File: config.mk
export PLATFORM = sky130hd
export DESIGN_NAME = lie_link_fsm
export DESIGN_NICKNAME = d
export VERILOG_FILES = /design/src/lie_pkg.sv /design/src/lie_link_fsm.sv
export SDC_FILE = /design/constraint.sdc
export NUM_CORES = 1
export LEC_CHECK = 0
export ABC_AREA = 1
export BUFFER_PORTS_ARGS = -buffer_cell sky130_fd_sc_hd__buf_2
export CAP_MARGIN = 15
export CORE_MARGIN = 1
export CORE_UTILIZATION = 51
export DETAILED_ROUTE_END_ITERATION = 7
export GPL_TIMING_DRIVEN = 1
export PLACE_DENSITY = 0.77
export SKIP_CTS_REPAIR_TIMING = 1
export SYNTH_ARGS = -nofsm -noshare
export SYNTH_HDL_FRONTEND = slang
export SYNTH_SLANG_ARGS = --single-unit
File: constraint.sdc
create_clock -name clk -period 3 [get_ports clk]
set_input_delay 0.15 -clock clk [delete_from_list [all_inputs] [get_ports clk]]
set_output_delay 0.15 -clock clk [all_outputs]
set_load 0.1 [all_outputs]
File: src/lie_pkg.sv
// lie_pkg.sv: constants, field layouts and types of the link exchange state machine
package lie_pkg;

  // timing, in ns at the system clock rate
  localparam int unsigned CLK_NS        = 10;
  localparam int unsigned T_RESET_NS    = 6400;
  localparam int unsigned T_WAIT_NS     = 12800;
  localparam int unsigned T_DISC_NS     = 850;
  // least times round up, the disconnect limit rounds down
  localparam int unsigned RESET_CYC_DEF = (T_RESET_NS + CLK_NS - 1) / CLK_NS;
  localparam int unsigned WAIT_CYC_DEF  = (T_WAIT_NS + CLK_NS - 1) / CLK_NS;
  localparam int unsigned DISC_CYC_DEF  = T_DISC_NS / CLK_NS;
  localparam int unsigned TX_DIV_DEF    = 16;
  localparam int unsigned CRED_STEP     = 8;
  localparam int unsigned CRED_MAX_DEF  = 56;
  localparam int unsigned TMR_W         = 16;

  // character level
  localparam logic [6:0] NULL_PAT  = 7'h74;
  localparam logic [1:0] CC_FCT    = 2'h0;
  localparam logic [1:0] CC_EOP    = 2'h1;
  localparam logic [1:0] CC_EEP    = 2'h2;
  localparam logic [1:0] CC_ESC    = 2'h3;
  localparam logic [3:0] NEED_CTL  = 4'h2;
  localparam logic [3:0] NEED_DATA = 4'h8;
  localparam logic [3:0] LEN_CTL   = 4'h4;
  localparam logic [3:0] LEN_DATA  = 4'ha;
  localparam logic [3:0] LEN_NULL  = 4'h8;
  localparam logic [1:0] PH_PAR    = 2'h0;
  localparam logic [1:0] PH_FLAG   = 2'h1;
  localparam logic [1:0] PH_DATA   = 2'h2;

  // register map, byte addresses
  localparam int unsigned ADDR_W   = 8;
  localparam logic [7:0] A_CTRL    = 8'h00;
  localparam logic [7:0] A_STAT    = 8'h04;
  localparam logic [7:0] A_ERR     = 8'h08;
  localparam logic [7:0] A_CRED    = 8'h0c;
  localparam int unsigned CTRL_W   = 4;
  localparam int unsigned STAT_NULL = 8;
  localparam int unsigned CRED_TX_LSB = 8;
  localparam int unsigned N_ERR    = 6;
  localparam int unsigned E_DISC   = 0;
  localparam int unsigned E_PAR    = 1;
  localparam int unsigned E_ESC    = 2;
  localparam int unsigned E_SEQ    = 3;
  localparam int unsigned E_CRED   = 4;
  localparam int unsigned E_EMPTY  = 5;

  // control register, bit 0 upward: start, auto-connect, disable, soft reset
  typedef struct packed {
    logic srst;
    logic dis;
    logic auto_c;
    logic start;
  } lie_ctrl_t;

  // one received character's events
  typedef struct packed {
    logic fct;
    logic nchar;
    logic mark;
    logic par_err;
    logic esc_err;
  } lie_rx_ev_t;

  // a character ready for the serializer, first bit in bits[0]
  typedef struct packed {
    logic [3:0]  len;
    logic        par;
    logic [11:0] bits;
  } lie_txch_t;

  typedef enum logic [5:0] {
    hold_reset_state  = 6'h01,
    settle_wait_state = 6'h02,
    ready_state       = 6'h04,
    null_tx_state     = 6'h08,
    handshake_state   = 6'h10,
    operational_state = 6'h20
  } lie_state_t;

  // parity bit, flag and payload of one character; par covers the payload for the next one
  function automatic lie_txch_t lie_char(input logic prev_par, input logic is_ctl, input logic [7:0] val);
    lie_txch_t c;
    c         = '0;
    c.bits[0] = ~(prev_par ^ is_ctl);
    c.bits[1] = is_ctl;
    if (is_ctl) begin
      c.bits[2] = val[1];
      c.bits[3] = val[0];
      c.len     = LEN_CTL;
      c.par     = val[1] ^ val[0];
    end else begin
      c.bits[9:2] = val;
      c.len       = LEN_DATA;
      c.par       = ^val;
    end
    return c;
  endfunction : lie_char

endpackage : lie_pkg

File: src/lie_link_fsm.sv
// lie_link_fsm.sv: exchange-level link state machine with receiver, transmitter and AHB-Lite registers
// Notes on behaviour
// - power-on, hardware or soft reset forces hold-reset
// - timeouts counted from entry into current state
// - ready advances to NULL-transmit only when enable guard true
// - NULL search on when receiver on; earlier bits ignored
// - NULL seen on bit pattern 1110100
// - ESC parity bit of first NULL not matched; next parity checked
// - FCT valid only in handshake or operational
// - normal character outside operational is an error
// - receiver fault is disconnect, parity or escape
// - disconnect after 850 ns without line edge
// - disconnect armed after hold-reset and first edge
// - parity checked only after first NULL
// - ESC not followed by FCT is escape error
// - early FCT before NULL sent is sequence error
// - credit error beyond eight per sent FCT
// - marker right after marker is empty packet
// - guard: not disable and (start or auto and NULL)
// - start and auto-connect ignored while disabled
// - transmitter stops, clears strobe, then data
// - hold-reset lasts 6.4 us, then settle-wait
// - settle-wait: receiver on, transmitter off, 12.8 us
// - NULL-transmit: send NULLs, await NULL, 12.8 us
// - handshake: send FCTs, await FCT, 12.8 us
// - operational ends on disable or any error
// - non-NULL char in settle-wait or ready resets
`timescale 1ns/1ns
module lie_link_fsm #(
  parameter int unsigned RESET_CYC = lie_pkg::RESET_CYC_DEF,
  parameter int unsigned WAIT_CYC  = lie_pkg::WAIT_CYC_DEF,
  parameter int unsigned DISC_CYC  = lie_pkg::DISC_CYC_DEF,
  parameter int unsigned TX_DIV    = lie_pkg::TX_DIV_DEF,
  parameter int unsigned CRED_MAX  = lie_pkg::CRED_MAX_DEF
) (
  // clock and reset
  input  wire logic        clk,
  input  wire logic        rst,
  // ahb-lite slave
  input  wire logic        hsel,
  input  wire logic [31:0] haddr,
  input  wire logic [1:0]  htrans,
  input  wire logic        hwrite,
  input  wire logic [2:0]  hsize,
  input  wire logic [31:0] hwdata,
  input  wire logic        hready,
  output logic             hreadyout,
  output logic [31:0]      hrdata,
  output logic             hresp,
  // link pins
  input  wire logic        data_in,
  input  wire logic        strobe_in,
  output logic             data_out,
  output logic             strobe_out,
  // host character ports, bit 8 marks an end marker (bit 0: 0 normal end, 1 error end)
  input  wire logic        tx_valid,
  input  wire logic [8:0]  tx_data,
  output logic             tx_ready,
  output logic             rx_valid,
  output logic [8:0]       rx_data,
  output logic             link_run
);
  import lie_pkg::*;

  localparam int unsigned CW = $clog2(CRED_MAX + 1);
  localparam int unsigned DW = $clog2(TX_DIV);

  // refuse settings the counters cannot hold
  if (RESET_CYC < 2 || WAIT_CYC < 2 || DISC_CYC < 2 || RESET_CYC >= 2 ** TMR_W || WAIT_CYC >= 2 ** TMR_W
      || DISC_CYC >= 2 ** TMR_W || TX_DIV < 2 || CRED_MAX < CRED_STEP || CRED_MAX % CRED_STEP != 0) begin : g_chk
    $error("lie_link_fsm: unsupported parameter value");
  end

  lie_state_t       st_q, st_d;
  lie_ctrl_t        ctrl_q;
  logic             srst_q;
  logic [TMR_W-1:0] tmr_q, dcnt_q;
  logic             d_s1, d_s2, d_s3, s_s1, s_s2, s_s3;
  logic             rx_edge, rx_bit, rx_en, armed_q, disc_err;
  logic [6:0]       sr_q, sr_nx;
  logic [1:0]       ph_q, code;
  logic [3:0]       need_q;
  logic             pbit_q, flag_q, pacc_q, esc_q, null_seen_q, done;
  logic [7:0]       dat_q, dat_nx;
  lie_rx_ev_t       ev;
  logic             fault, seq_err, cred_err, empty_err, link_en, timed_out;
  logic [CW-1:0]    rx_cred_q, tx_cred_q;
  logic             last_mark_q, null_sent_q;
  logic [DW-1:0]    div_q;
  logic             tick, tx_on, fct_want, slot, tx_take;
  logic [11:0]      tsh_q, tbits;
  logic [3:0]       tcnt_q;
  logic             tpar_q;
  lie_txch_t        nx, esc_c, fct_c, dat_c;
  logic             ap, wr_q;
  logic [7:0]       ad_q;
  logic [N_ERR-1:0] err_set, err_q;

  // two flip-flops on each pin; the third stage only remembers the last settled level
  always_ff @(posedge clk) begin
    if (rst) begin
      {d_s1, d_s2, d_s3, s_s1, s_s2, s_s3} <= 6'h00;
    end else begin
      d_s1 <= data_in;
      d_s2 <= d_s1;
      d_s3 <= d_s2;
      s_s1 <= strobe_in;
      s_s2 <= s_s1;
      s_s3 <= s_s2;
    end
  end

  assign rx_edge = (d_s2 ^ d_s3) | (s_s2 ^ s_s3);
  assign rx_bit  = d_s2;
  assign rx_en   = st_q != hold_reset_state;

  // disconnect watch: silent cycles since the last edge on either line
  always_ff @(posedge clk) begin
    if (rst || !rx_en) begin
      armed_q <= 1'b0;
      dcnt_q  <= '0;
    end else begin
      if (rx_edge) armed_q <= 1'b1;
      if (rx_edge) dcnt_q <= '0;
      else if (armed_q && dcnt_q != TMR_W'(DISC_CYC)) dcnt_q <= dcnt_q + 1'b1;
    end
  end

  assign disc_err = armed_q && dcnt_q == TMR_W'(DISC_CYC);

  // character decode, combinational views of the bit just arrived
  assign sr_nx  = {sr_q[5:0], rx_bit};
  assign dat_nx = {rx_bit, dat_q[7:1]};
  assign code   = {dat_q[7], rx_bit};
  assign done   = rx_edge && null_seen_q && ph_q == PH_DATA && need_q == 4'h1;

  always_comb begin
    ev         = '0;
    ev.par_err = rx_edge && null_seen_q && ph_q == PH_FLAG && !(pacc_q ^ pbit_q ^ rx_bit);
    ev.esc_err = done && esc_q && !(flag_q && code == CC_FCT);
    ev.fct     = done && !esc_q && flag_q && code == CC_FCT;
    ev.mark    = done && !esc_q && flag_q && (code == CC_EOP || code == CC_EEP);
    ev.nchar   = ev.mark || (done && !esc_q && !flag_q);
  end

  // bit parser; nothing but the NULL search runs before the first NULL
  always_ff @(posedge clk) begin
    if (rst || !rx_en) begin
      sr_q        <= '0;
      ph_q        <= PH_PAR;
      need_q      <= '0;
      {pbit_q, flag_q, pacc_q, esc_q, null_seen_q} <= 5'h00;
      dat_q       <= '0;
    end else if (rx_edge) begin
      sr_q <= sr_nx;
      if (!null_seen_q) begin
        if (sr_nx == NULL_PAT) begin
          null_seen_q <= 1'b1;
          ph_q        <= PH_PAR;
          pacc_q      <= 1'b0;
        end
      end else begin
        unique case (ph_q)
          PH_PAR: begin
            pbit_q <= rx_bit;
            ph_q   <= PH_FLAG;
          end
          PH_FLAG: begin
            flag_q <= rx_bit;
            need_q <= rx_bit ? NEED_CTL : NEED_DATA;
            pacc_q <= 1'b0;
            ph_q   <= PH_DATA;
          end
          default: begin
            dat_q  <= dat_nx;
            pacc_q <= pacc_q ^ rx_bit;
            need_q <= need_q - 1'b1;
            if (need_q == 4'h1) begin
              ph_q <= PH_PAR;
              if (esc_q) esc_q <= 1'b0;
              else if (flag_q && code == CC_ESC) esc_q <= 1'b1;
            end
          end
        endcase
      end
    end
  end

  // error terms the state machine acts on
  assign fault     = disc_err | ev.par_err | ev.esc_err;
  assign seq_err   = (ev.fct && (st_q == settle_wait_state || st_q == ready_state || st_q == null_tx_state))
                   || (ev.nchar && st_q != operational_state);
  assign cred_err  = ev.nchar && st_q == operational_state && rx_cred_q == '0;
  assign empty_err = ev.mark && st_q == operational_state && last_mark_q;
  assign link_en   = !ctrl_q.dis && (ctrl_q.start || (ctrl_q.auto_c && null_seen_q));

  always_comb begin
    unique case (st_q)
      hold_reset_state: timed_out = tmr_q == TMR_W'(RESET_CYC - 1);
      default:          timed_out = tmr_q == TMR_W'(WAIT_CYC - 1);
    endcase
  end

  // state transitions
  always_comb begin
    st_d = st_q;
    unique case (st_q)
      hold_reset_state:  if (timed_out) st_d = settle_wait_state;
      settle_wait_state: begin
        if (fault || ev.fct || ev.nchar) st_d = hold_reset_state;
        else if (timed_out) st_d = ready_state;
      end
      ready_state: begin
        if (fault || ev.fct || ev.nchar) st_d = hold_reset_state;
        else if (link_en) st_d = null_tx_state;
      end
      null_tx_state: begin
        if (fault || seq_err) st_d = hold_reset_state;
        else if (null_seen_q && null_sent_q) st_d = handshake_state;
        else if (timed_out) st_d = hold_reset_state;
      end
      handshake_state: begin
        if (fault || seq_err) st_d = hold_reset_state;
        else if (ev.fct) st_d = operational_state;
        else if (timed_out) st_d = hold_reset_state;
      end
      operational_state: begin
        if (fault || cred_err || empty_err || ctrl_q.dis) st_d = hold_reset_state;
      end
      default: st_d = hold_reset_state;
    endcase
  end

  // state register; any reset source lands in hold-reset
  always_ff @(posedge clk) begin
    if (rst || srst_q) st_q <= hold_reset_state;
    else st_q <= st_d;
  end

  // interval timer restarts on every state change
  always_ff @(posedge clk) begin
    if (rst || srst_q || st_d != st_q) tmr_q <= '0;
    else if (!timed_out) tmr_q <= tmr_q + 1'b1;
  end

  // credits: what we granted the peer, and what the peer granted us
  always_ff @(posedge clk) begin
    if (rst || !(st_q == handshake_state || st_q == operational_state)) begin
      rx_cred_q   <= '0;
      tx_cred_q   <= '0;
      last_mark_q <= 1'b0;
    end else begin
      rx_cred_q <= rx_cred_q + ((slot && fct_want) ? CW'(CRED_STEP) : CW'(0))
                 - ((ev.nchar && rx_cred_q != '0) ? CW'(1) : CW'(0));
      tx_cred_q <= tx_cred_q + ((ev.fct && tx_cred_q <= CW'(CRED_MAX - CRED_STEP)) ? CW'(CRED_STEP) : CW'(0))
                 - (tx_take ? CW'(1) : CW'(0));
      if (ev.nchar) last_mark_q <= ev.mark;
    end
  end

  // received characters to the host, operational state only
  always_ff @(posedge clk) begin
    if (rst) begin
      rx_valid <= 1'b0;
      rx_data  <= '0;
    end else begin
      rx_valid <= ev.nchar && st_q == operational_state && !cred_err && !empty_err;
      if (ev.nchar) rx_data <= ev.mark ? {1'b1, 7'h00, code == CC_EEP} : {1'b0, dat_nx};
    end
  end

  // bit-rate divider
  always_ff @(posedge clk) begin
    if (rst || div_q == DW'(TX_DIV - 1)) div_q <= '0;
    else div_q <= div_q + 1'b1;
  end

  assign tick     = div_q == DW'(TX_DIV - 1);
  assign tx_on    = st_q == null_tx_state || st_q == handshake_state || st_q == operational_state;
  assign fct_want = (st_q == handshake_state || st_q == operational_state)
                  && rx_cred_q <= CW'(CRED_MAX - CRED_STEP);
  assign slot     = tick && tx_on && tcnt_q == '0;
  assign tx_ready = slot && st_q == operational_state && !fct_want && tx_cred_q != '0;
  assign tx_take  = tx_ready && tx_valid;

  // next character: FCT first, then host data, otherwise a NULL to keep the line alive
  always_comb begin
    esc_c = lie_char(tpar_q, 1'b1, {6'h00, CC_ESC});
    fct_c = lie_char(esc_c.par, 1'b1, {6'h00, CC_FCT});
    dat_c = tx_data[8] ? lie_char(tpar_q, 1'b1, {6'h00, tx_data[0] ? CC_EEP : CC_EOP})
                       : lie_char(tpar_q, 1'b0, tx_data[7:0]);
    if (fct_want) nx = lie_char(tpar_q, 1'b1, {6'h00, CC_FCT});
    else if (tx_take) nx = dat_c;
    else nx = '{len: LEN_NULL, par: fct_c.par, bits: {4'h0, fct_c.bits[3:0], esc_c.bits[3:0]}};
    tbits = (tcnt_q == '0) ? nx.bits : tsh_q;
  end

  // data-strobe serializer; strobe toggles whenever data repeats
  always_ff @(posedge clk) begin
    if (rst) begin
      tsh_q    <= '0;
      tcnt_q   <= '0;
      tpar_q   <= 1'b0;
      data_out   <= 1'b0;
      strobe_out <= 1'b0;
    end else if (tick) begin
      if (tx_on) begin
        data_out   <= tbits[0];
        strobe_out <= strobe_out ^ ~(tbits[0] ^ data_out);
        tsh_q      <= tbits >> 1;
        tcnt_q     <= ((tcnt_q == '0) ? nx.len : tcnt_q) - 1'b1;
        if (tcnt_q == '0) tpar_q <= nx.par;
      end else begin
        // stop first, then strobe, then data, one per bit period so both never move together
        tsh_q  <= '0;
        tcnt_q <= '0;
        tpar_q <= 1'b0;
        if (strobe_out) strobe_out <= 1'b0;
        else data_out <= 1'b0;
      end
    end
  end

  // at least one NULL must have gone out before the handshake starts
  always_ff @(posedge clk) begin
    if (rst || st_q != null_tx_state) null_sent_q <= 1'b0;
    else if (slot) null_sent_q <= 1'b1;
  end

  assign link_run  = st_q == operational_state;
  assign hreadyout = 1'b1;
  assign hresp     = 1'b0;
  assign ap        = hsel && hready && htrans[1];

  // register read mux; unmapped addresses read as zero
  function automatic logic [31:0] rd_mux(input logic [7:0] a);
    unique case (a)
      A_CTRL:  rd_mux = 32'({1'b0, ctrl_q.dis, ctrl_q.auto_c, ctrl_q.start});
      A_STAT:  rd_mux = 32'({null_seen_q, 2'h0, st_q});
      A_ERR:   rd_mux = 32'(err_q);
      A_CRED:  rd_mux = 32'({tx_cred_q, (CRED_TX_LSB - CW)'(0), rx_cred_q});
      default: rd_mux = 32'h0000_0000;
    endcase
  endfunction : rd_mux

  // address phase capture; read data is latched so it stands through the data phase
  always_ff @(posedge clk) begin
    if (rst) begin
      wr_q   <= 1'b0;
      ad_q   <= '0;
      hrdata <= '0;
    end else if (hready) begin
      wr_q   <= ap && hwrite;
      ad_q   <= haddr[ADDR_W-1:0];
      hrdata <= (ap && !hwrite) ? rd_mux(haddr[ADDR_W-1:0]) : 32'h0000_0000;
    end
  end

  // control register; soft reset is a one-cycle pulse that never stays set
  always_ff @(posedge clk) begin
    if (rst) begin
      ctrl_q <= '0;
      srst_q <= 1'b0;
    end else begin
      srst_q <= wr_q && ad_q == A_CTRL && hwdata[CTRL_W-1];
      if (wr_q && ad_q == A_CTRL) ctrl_q <= lie_ctrl_t'({1'b0, hwdata[CTRL_W-2:0]});
    end
  end

  assign err_set[E_DISC]  = disc_err;
  assign err_set[E_PAR]   = ev.par_err;
  assign err_set[E_ESC]   = ev.esc_err;
  assign err_set[E_SEQ]   = seq_err;
  assign err_set[E_CRED]  = cred_err;
  assign err_set[E_EMPTY] = empty_err;

  // sticky error bits, write one to clear; a new error in the clearing cycle wins
  for (genvar g = 0; g < N_ERR; g++) begin : g_err
    always_ff @(posedge clk) begin
      if (rst) err_q[g] <= 1'b0;
      else if (err_set[g]) err_q[g] <= 1'b1;
      else if (wr_q && ad_q == A_ERR && hwdata[g]) err_q[g] <= 1'b0;
    end
  end

endmodule : lie_link_fsm

Yosys cells after proc, flatten, opt, wreduce, memory -nomap -nowiden
Index checks and enable logic that the tools add are counted.

$add $sub $neg: 9. Multiply operators: 0. Div/mod/pow operators: 0. Order comparisons: 2. Eq/ne operators: 30. Shifts and indexed selects: 0. Multiplexer cells: 58. Bitwise operators: 15. Reduce and logical (&&, ||, !) cells: 109.

Operators with widths (count): $mux 6 (11); $pmux 14 s4 (1); $mux 17 (3); $logic_and 1x1->1 (50); $pmux 6 s6 (1); $add 16x1->16 const B (2); $mux 32 (1); $mux 1 (26); $eq 8x4->1 const B (3); $logic_or 1x1->1 (21); $mux 4 (5); $reduce_and 3->1 (6); $eq 16x10->1 const B (1); $eq 16x11->1 const B (1); $eq 16x7->1 const B (1); $logic_not 8->1 (2); $ne 16x7->1 const B (1); $reduce_bool 2->1 (7); $add 6x4->6 (2); $le 6x6->1 const B (2); $mux 12 (1); $reduce_bool 6->1 (2); $sub 6x1->6 (2); $logic_not 1->1 (11); other kinds (37) (60).

Flip-flop bits (word level): 168. Latch bits: 0. Bits in writable memories: 0. ROM bits: 0. Input bits: 86. Logic and storage cells: 267. Memories kept: 0.

Longest topological paths before layout
Gate-level depths: netlist of run 1.

Word-level depth: 18. Gate-level depth with buffers: 21.

Worst setup path before layout of run 1
No wires, ideal clock.

Kind: reg-to-reg. Start: reg st_q[2]. End: reg tx_cred_q[5]. Data arrival time: 4069 ps. Required time: 2929 ps. Slack: -1140 ps. Cell stages (with the launch flop): 22. Path buffers: 0. Period minus slack after synthesis: 4140 ps. Cells stage by stage: dfxtp_1 -> nor2_2 -> nand2_2 -> nor3_4 -> nor2_2 -> nand2_2 -> nand2_2 -> inv_2 -> nand2_2 -> nor2_4 -> nand2_4 -> inv_1 -> ha_1 -> inv_1 -> ha_1 -> fa_1 -> nand2_1 -> inv_1 -> o21ai_0 -> nand2_1 -> or2_2 -> a21oi_1.

RTL lines: start, declared (RTL line lie_link_fsm.sv:74) `lie_state_t st_q, st_d;`; start signal, assigned (RTL line lie_link_fsm.sv:236) `if (rst || srst_q) st_q <= hold_reset_state;`; start signal, assigned (RTL line lie_link_fsm.sv:237) `else st_q <= st_d;`; $eq 6x6->1 (*); named net link_run (RTL line lie_link_fsm.sv:61) `output logic link_run`; $logic_or 1x1->1 (RTL line lie_link_fsm.sv:279) `assign tx_on = st_q == null_tx_state || st_q == handshake_state || st_q == operational_state;`; $logic_and 1x1->1 (2 in a row) (RTL line lie_link_fsm.sv:282) `assign slot = tick && tx_on && tcnt_q == '0;`; $logic_and 1x1->1 (RTL line lie_link_fsm.sv:283) `assign tx_ready = slot && st_q == operational_state && !fct_want && tx_cred_q != '0;`; $logic_and 1x1->1 (*) (2 in a row) (RTL line lie_link_fsm.sv:283); named net tx_ready (RTL line lie_link_fsm.sv:58) `output logic tx_ready,`; $logic_and 1x1->1 (*) (RTL line lie_link_fsm.sv:284) `assign tx_take = tx_ready && tx_valid;`; $mux 1 (*) (RTL line lie_link_fsm.sv:256) `- (tx_take ? CW'(1) : CW'(0));`; $sub 6x1->6 (*) (RTL line lie_link_fsm.sv:256); end signal, assigned (RTL line lie_link_fsm.sv:255) `tx_cred_q <= tx_cred_q + ((ev.fct && tx_cred_q <= CW'(CRED_MAX - CRED_STEP)) ? CW'(CRED_STEP) : CW'(0))`; end, declared (RTL line lie_link_fsm.sv:87) `logic [CW-1:0] rx_cred_q, tx_cred_q;`.

The timed path passes the listed nets; every way through them passes the cells marked *. A chain may end at the register's enable or synchronous reset.

Worst setup path in the final report of run 1
Start: reg st_q[1]. End: reg tx_cred_q[5].

Longest elaborated chain between the ends: 11.

RTL lines (RTL line): $eq 6x4->1 / $eq 6x5->1 (equally long branches) (lie_link_fsm.sv:279, lie_link_fsm.sv:248, lie_link_fsm.sv:280); $logic_or 1x1->1 (2 in a row) (lie_link_fsm.sv:279); $logic_and 1x1->1 (2 in a row) (lie_link_fsm.sv:282); $logic_and 1x1->1 (3 in a row) (lie_link_fsm.sv:283); $logic_and 1x1->1 (lie_link_fsm.sv:284); $mux 1 (lie_link_fsm.sv:256); $sub 6x1->6 (lie_link_fsm.sv:256).

Parallel ways exist; a longest one is shown, timed or not.

==> impl_metrics.json, run 1 <==
{
  "gr-usage-all-layers": 0.227,
  "critPathMostFrequentCell": "nand2_4",
  "dr.pass1.iters": 6,
  "ys.warnings.count": 0,
  "grt_pass1_vias": 5905,
  "netlist_area_um2": 7460,
  "final-seq-area_um2": 2900,
  "ant_nets": 0,
  "tightest_slew_ns": 0.868,
  "violations": "hold timing",
  "leakagePower_nw": 3.60,
  "dominantRegCellSynth": "dfxtp_1",
  "clock-root-buffer": "clkbuf_16",
  "synth_edf_count": 0,
  "viasPerCell": 5.10,
  "detailed_place.area_um2": 8000,
  "globalplace.congestion": 0.862,
  "setup_viol_count_final": 0,
  "crit_path_max_incr_delay_ns": 0.37,
  "finalMaxSlewViolations": 0,
  "row_count": 43,
  "maxCapViolations": 0,
  "path_clk_slew_ns": 0.06,
  "cts_buffer_depth": 2,
  "slew-limit-headroom": 0.419,
  "wl_per_cell_um": 12.7,
  "worst-r2r-setup-slack_ns": 0.18,
  "dp.cells": 1262,
  "design_area_um2": 8770,
  "io-pin-count": 134,
  "finalCritPeriodShare": 0.938,
  "rr_endpoint": "tx_cred_q[5]",
  "crit_fanout": 5,
  "endpoint_kind": "flop",
  "ys_ff_latch": 144,
  "cts_buffers": 17,
  "fin_skew_ns": 0.0105,
  "holdWs_ns": -0.0122,
  "antenna_found_initial": 0,
  "worst_ep_arrival_time_ns": 3.18,
  "multi_input_area_um2": 3900,
  "drive_gt1_frac": 0.188,
  "hold_path_class": "in2reg",
  "ys_types": 53,
  "yosysSeqAreaShare": 0.386,
  "yosys.area.top_type_share": 0.386,
  "core-area_um2": 14100,
  "fmax_mhz": 355,
  "yosys-top-cells-area": "dfxtp_1, nand2_1, inv_1",
  "clock_sinks": 144,
  "synth.avg_cell_area_um2": 7.30,
  "fin_nets": 1223,
  "critPathSlowestCell": "dfxtp_4",
  "diodes": 0,
  "final-hold-violation-count": 4,
  "die_h_um": 123,
  "min_period_ns": 2.82,
  "yosysTopAreaCell": "dfxtp_1",
  "ir_drop_v": 0.000377,
  "whs_endpoint": "tsh_q[8]",
  "path_cells": "nor2_4, nand2_4, nor3_4, nor2_2, nand2_2, nand2_4, inv_2, nand2_2, nor2_4, nand2_4, inv_2, ha_1, inv_1, ha_2, fa_2, nand2_1, inv_1, o21ai_1, nand2_1, or2_2, a21oi_1",
  "cts_tree": "done",
  "drc": 0,
  "wirelength_um": 16500,
  "vias": 6636,
  "die_area_um2": 15100,
  "timing.rr.start": "st_q[1]",
  "initial_core_util": 0.530,
  "criticalPathCategory": "reg2reg",
  "r2r_cells": 21,
  "syn_inst": 1023,
  "grt_max_degree": 26,
  "htreeDepth": 4,
  "dp_hpwl_um": 12000,
  "grt_overflow": 0,
  "status": "complete, but fails checks",
  "critPathLaunchType": "flop",
  "die_w_um": 123,
  "async_reset_ff_frac": 0,
  "syn_to_final_growth_pct": 17.5,
  "filler_cell_count": 1219,
  "drt-initial-drc-count": 454,
  "powerDensity_nw_per_um2": 496,
  "port_buffers": 57,
  "worstHoldPathCells": 3,
  "finalNonFillerCells": 1301,
  "clk_latency_ns": 0.42,
  "tns_ns": 0,
  "min_from": "tx_data[7]",
  "crit_required_ns": 3.36,
  "grt_first_pass_wirelength_um": 26900
}
power breakdown:
| part | total [W] | internal, W | switching, W |
|---|---|---|---|
| clock network | 0.00214 | 0.00131 | 0.000833 |
| logic | 0.000271 | 0.0000542 | 0.000217 |
| registers | 0.00194 | 0.00193 | 0.0000114 |
| total | 0.00435 | 0.00329 | 0.00106 |
sequential cells by signal, summed over array words and instances, names as in the netlist, 6 cells and up:
register / cells
dcnt_q: 16
tmr_q: 16
hrdata: 12
rx_data: 9
tsh_q: 9
ad_q: 8
dat_q: 7
err_q: 6
rx_cred_q: 6
sr_q: 6
st_q: 6
tx_cred_q: 6
layer usage:
metal | vias to the layer above | routed length (µm) | track usage
met1 | 3031 | 7690 | 0.285
met2 | 155 | 7890 | 0.390
li1 | 3428 | - | -
met3 | 22 | 701 | 0.0429
met4 | 0 | 240 | 0.0761
met5 | - | 0 | 0
synth_stat cells (5+ instances only):
cell	count
nand4_1	17
nor3_1	12
clkbuf_1	16
o21ai_1	6
nand2_1	171
nor3_2	5
xnor2_1	9
or2_2	7
nand2_2	12
inv_1	153
nor2_4	12
inv_2	8
nor2_1	115
a211oi_1	6
o21ai_0	64
buf_4	22
o22ai_1	10
nor4_1	8
xor2_1	16
dfxtp_1	144
clkinv_1	5
nand3_1	46
nor2_2	10
ha_1	26
a21oi_1	75
cell type report:
| type | count | share of cell area |
|---|---|---|
| Sequential cell | 144 | 0.330 |
| Timing Repair Buffer | 88 | 0.0599 |
| Multi-Input combinational cell | 691 | 0.445 |
| Tap cell | 180 | 0.0257 |
| Clock buffer | 19 | 0.0494 |
| Clock inverter | 12 | 0.0183 |
| Inverter | 167 | 0.0718 |
worst max path at each step:
| stage | start | endpoint | slack, ns | cells past startpoint |
|---|---|---|---|---|
| after global routing | st_q[1] | tx_cred_q[5] | -0.005 | 21 |
| after CTS | need_q[1] | rx_cred_q[5] | -0.006 | 20 |
| final | st_q[1] | tx_cred_q[5] | 0.18 | 21 |
| after floorplan | st_q[3] | tx_cred_q[5] | -1.03 | 21 |
| after detailed placement | need_q[1] | rx_cred_q[5] | 0.03 | 20 |
| after global placement | need_q[1] | rx_cred_q[5] | 0.11 | 20 |
critical path: cells and delay by family, from the launching register on:
family / cells / cell delay [ns]
adders and majority gates: 3 / 0.63
and+or+nand+nor: 12 / 1.34
DFF: 1 / 0.37
buffers and inverters: 4 / 0.20
AOI/OAI and AO/OA: 2 / 0.22
cell usage in the layout, fill, tap and decap left out, drive strengths merged:
master       count
xnor2            9
inv            165
dfxtp          144
a21boi           1
o211ai           1
ha              26
clkinvlp         4
nor2           138
and2             1
clkinv           7
clkbuf          19
nor4             8
o21ai           73
or2              7
or3b             1
xor2            16
a21oi           77
a211oi           6
a221oi           1
bufinv           3
nor3b            4
a32o             1
nand3b           1
nand4           18
and3             1
nor3            18
a22o             2
o22ai           10
buf             85
dlygate4sd3      3
o221ai           3
o21a             2
fa               2
nand2          186
conb            22
o31ai            3
a31oi            2
nand3           51
logic make-up after synthesis:
| kind of cell | after synthesis | synth area share |
|---|---|---|
| and+or+nand+nor | 434 | 0.281 |
| other | 2 | 0.00101 |
| AOI/OAI and AO/OA | 182 | 0.135 |
| xor gates and xnor gates | 25 | 0.0293 |
| DFF | 144 | 0.386 |
| buffers and inverters | 208 | 0.119 |
| adders and majority gates | 28 | 0.0489 |
stage by stage:
step | power, W | worst slack (ns) | utilization
floorplan | 0.00221 | -1.03 | -
global placement | 0.00224 | 0.108 | 0.567
detailed placement | 0.00225 | 0.0252 | 0.567
CTS | 0.00437 | -0.00627 | 0.609
global route | 0.00448 | -0.00541 | 0.622
finish | 0.00435 | 0.185 | 0.622
Note: power is estimated with default switching activity, not from simulation.
==> inputs of run 2 (changes only) <==
--- a/config.mk
+++ b/config.mk
@@ -6,13 +6,13 @@
 export NUM_CORES = 1
 export LEC_CHECK = 0
 export ABC_AREA = 1
-export BUFFER_PORTS_ARGS = -buffer_cell sky130_fd_sc_hd__buf_2
 export CAP_MARGIN = 15
 export CORE_MARGIN = 1
-export CORE_UTILIZATION = 51
+export CORE_UTILIZATION = 55
 export DETAILED_ROUTE_END_ITERATION = 7
+export DONT_BUFFER_PORTS = 1
 export GPL_TIMING_DRIVEN = 1
-export PLACE_DENSITY = 0.77
+export PLACE_DENSITY = 0.73
 export SKIP_CTS_REPAIR_TIMING = 1
 export SYNTH_ARGS = -nofsm -noshare
 export SYNTH_HDL_FRONTEND = slang
==> run 2 against run 1 <==
Against the previous run: the flow still finishes with violations (hold timing); register-to-register slack hardly changed; global-route usage is 1.8 points higher; setup slack worse by 0.0078 ns; power is 0.26% lower; clock power hardly changed; sequential cell count stayed put; clock skew is 0.00062 ns lower; critical endpoint is now rx_cred_q[5]; highest routed layer unchanged.
==> impl_metrics.json, run 2 (synthesis gave the netlist of run 1 again) <==
{
  "status": "complete, but fails checks",
  "violations": "hold timing",
  "drc": 0,
  "rr_endpoint": "rx_cred_q[5]",
  "finalMaxSlewViolations": 0,
  "design_area_um2": 8870,
  "maxCapViolations": 0,
  "final-seq-area_um2": 2890,
  "vias": 6627,
  "timing.rr.start": "need_q[1]",
  "final-hold-violation-count": 4,
  "final_core_util": 0.670,
  "cts_buffers": 17,
  "holdWs_ns": -0.0372,
  "die_h_um": 119,
  "grt_first_pass_wirelength_um": 27500,
  "powerDensity_nw_per_um2": 489,
  "critPathMostFrequentCell": "inv_1",
  "worst-r2r-setup-slack_ns": 0.18,
  "grt_max_degree": 37,
  "whs_endpoint": "err_q[0]",
  "cts_tree": "done",
  "worstHoldPathCells": 3,
  "port_buffers": 0,
  "largest_registers": "dcnt_q (16), tmr_q (16), hrdata (12)",
  "dp.cells": 1217,
  "critPathLaunchType": "flop",
  "die_w_um": 119,
  "min_from": "hwdata[0]",
  "worst_ep_arrival_time_ns": 3.19,
  "diodes": 0,
  "ir_drop_v": 0.000419,
  "setup_viol_count_final": 0,
  "filler_cell_count": 1127,
  "grt_overflow": 0,
  "clock-root-buffer": "clkbuf_16",
  "clock_sinks": 144,
  "drt-initial-drc-count": 425,
  "finalCritPeriodShare": 0.941,
  "tightest_slew_ns": 1.02,
  "multi_input_area_um2": 3910,
  "min_period_ns": 2.82,
  "crit_fanout": 3,
  "drive_gt1_frac": 0.155,
  "criticalPathCategory": "reg2reg",
  "crit_path_start": "need_q[1]",
  "dp_hpwl_um": 11800,
  "core-area_um2": 13200,
  "slew-limit-headroom": 0.321,
  "gr-usage-all-layers": 0.245,
  "path_cells": "inv_1, ha_2, nand3_4, nor2_4, nand3_2, nor2_4, nand2_2, nand2_2, inv_2, nor2_1, ha_1, inv_1, ha_2, fa_2, nand2_1, inv_1, o21ai_1, nand2_1, or2_2, a21oi_1",
  "fin_nets": 1207,
  "io-pin-count": 134,
  "grt_pass1_vias": 5967,
  "finalNonFillerCells": 1282,
  "wl_per_cell_um": 13.3,
  "clk_latency_ns": 0.43,
  "fin_skew_ns": 0.00984,
  "fmax_mhz": 354,
  "globalplace.congestion": 0.842,
  "cts_buffer_depth": 2,
  "antenna_found_initial": 0,
  "dr.pass1.iters": 5,
  "path_clk_slew_ns": 0.06,
  "htreeDepth": 4,
  "critPathSlowestCell": "fa_2",
  "r2r_cells": 20,
  "die_area_um2": 14000,
  "final_common_cell": "nand2_1",
  "layout_common_cells": "nand2_1, inv_1, dfxtp_1",
  "crit_required_ns": 3.36,
  "crit_path_max_incr_delay_ns": 0.37,
  "leakagePower_nw": 3.57,
  "power_w": 0.00434,
  "detailed_place.area_um2": 7830,
  "endpoint_kind": "flop",
  "viasPerCell": 5.17,
  "hold_path_class": "in2reg",
  "ant_nets": 0,
  "row_count": 42,
  "initial_core_util": 0.564,
  "syn_to_final_growth_pct": 18.9,
  "wirelength_um": 17100
}
[run 2: through the flow]
step | setup WS, ns | TNS (ns)
2_1_floorplan | -1.03 | -5.35
3_3_place_gp | 0.0488 | 0
3_5_place_dp | -0.0308 | -0.0308
4_1_cts | -0.0544 | -0.0544
5_1_grt | -0.0118 | -0.0118
6_report | 0.177 | 0
[run 2: worst max path at each step]
| stage | endpoint | slack [ns] | cells past startpoint |
|---|---|---|---|
| 2_1_floorplan | tx_cred_q[5] | -1.03 | 21 |
| 3_3_place_gp | rx_cred_q[5] | 0.05 | 20 |
| 3_5_place_dp | rx_cred_q[5] | -0.03 | 20 |
| 4_1_cts | rx_cred_q[5] | -0.05 | 20 |
| 5_1_grt | tx_cred_q[5] | -0.01 | 21 |
| 6_report | rx_cred_q[5] | 0.18 | 20 |
[run 2: layout make-up]
cell class / instances / share of cell area
clock inverters: 13 / 0.0173
repair buffers: 72 / 0.0705
multi-input cells: 691 / 0.441
clock buffers: 19 / 0.0499
inverters: 167 / 0.0712
well taps: 176 / 0.0248
flip-flops and latches: 144 / 0.326
[run 2: power by group]
part	leakage (nW)	internal, W	total (W)	switching [W]
Clock	0.290	0.00126	0.00213	0.000868
Combinational	2.11	0.0000604	0.000269	0.000208
Sequential	1.17	0.00193	0.00194	0.0000111
Total	3.57	0.00325	0.00434	0.00109
[run 2: worst max-delay path: cells and delay by family (launching register included)]
| kind | cells | cell delay (ns) |
|---|---|---|
| AO/OA/AOI/OAI | 2 | 0.23 |
| AND/OR/NAND/NOR | 10 | 1.15 |
| buffers and inverters | 4 | 0.21 |
| flip-flops | 1 | 0.31 |
| adder cells (fa/ha/maj) | 4 | 0.89 |
[run 2: routing by layer]
layer  track usage  share of wire
met1         0.319           0.46
met2         0.393           0.47
met3        0.0642          0.054
met4        0.0870          0.020
met5             0              0
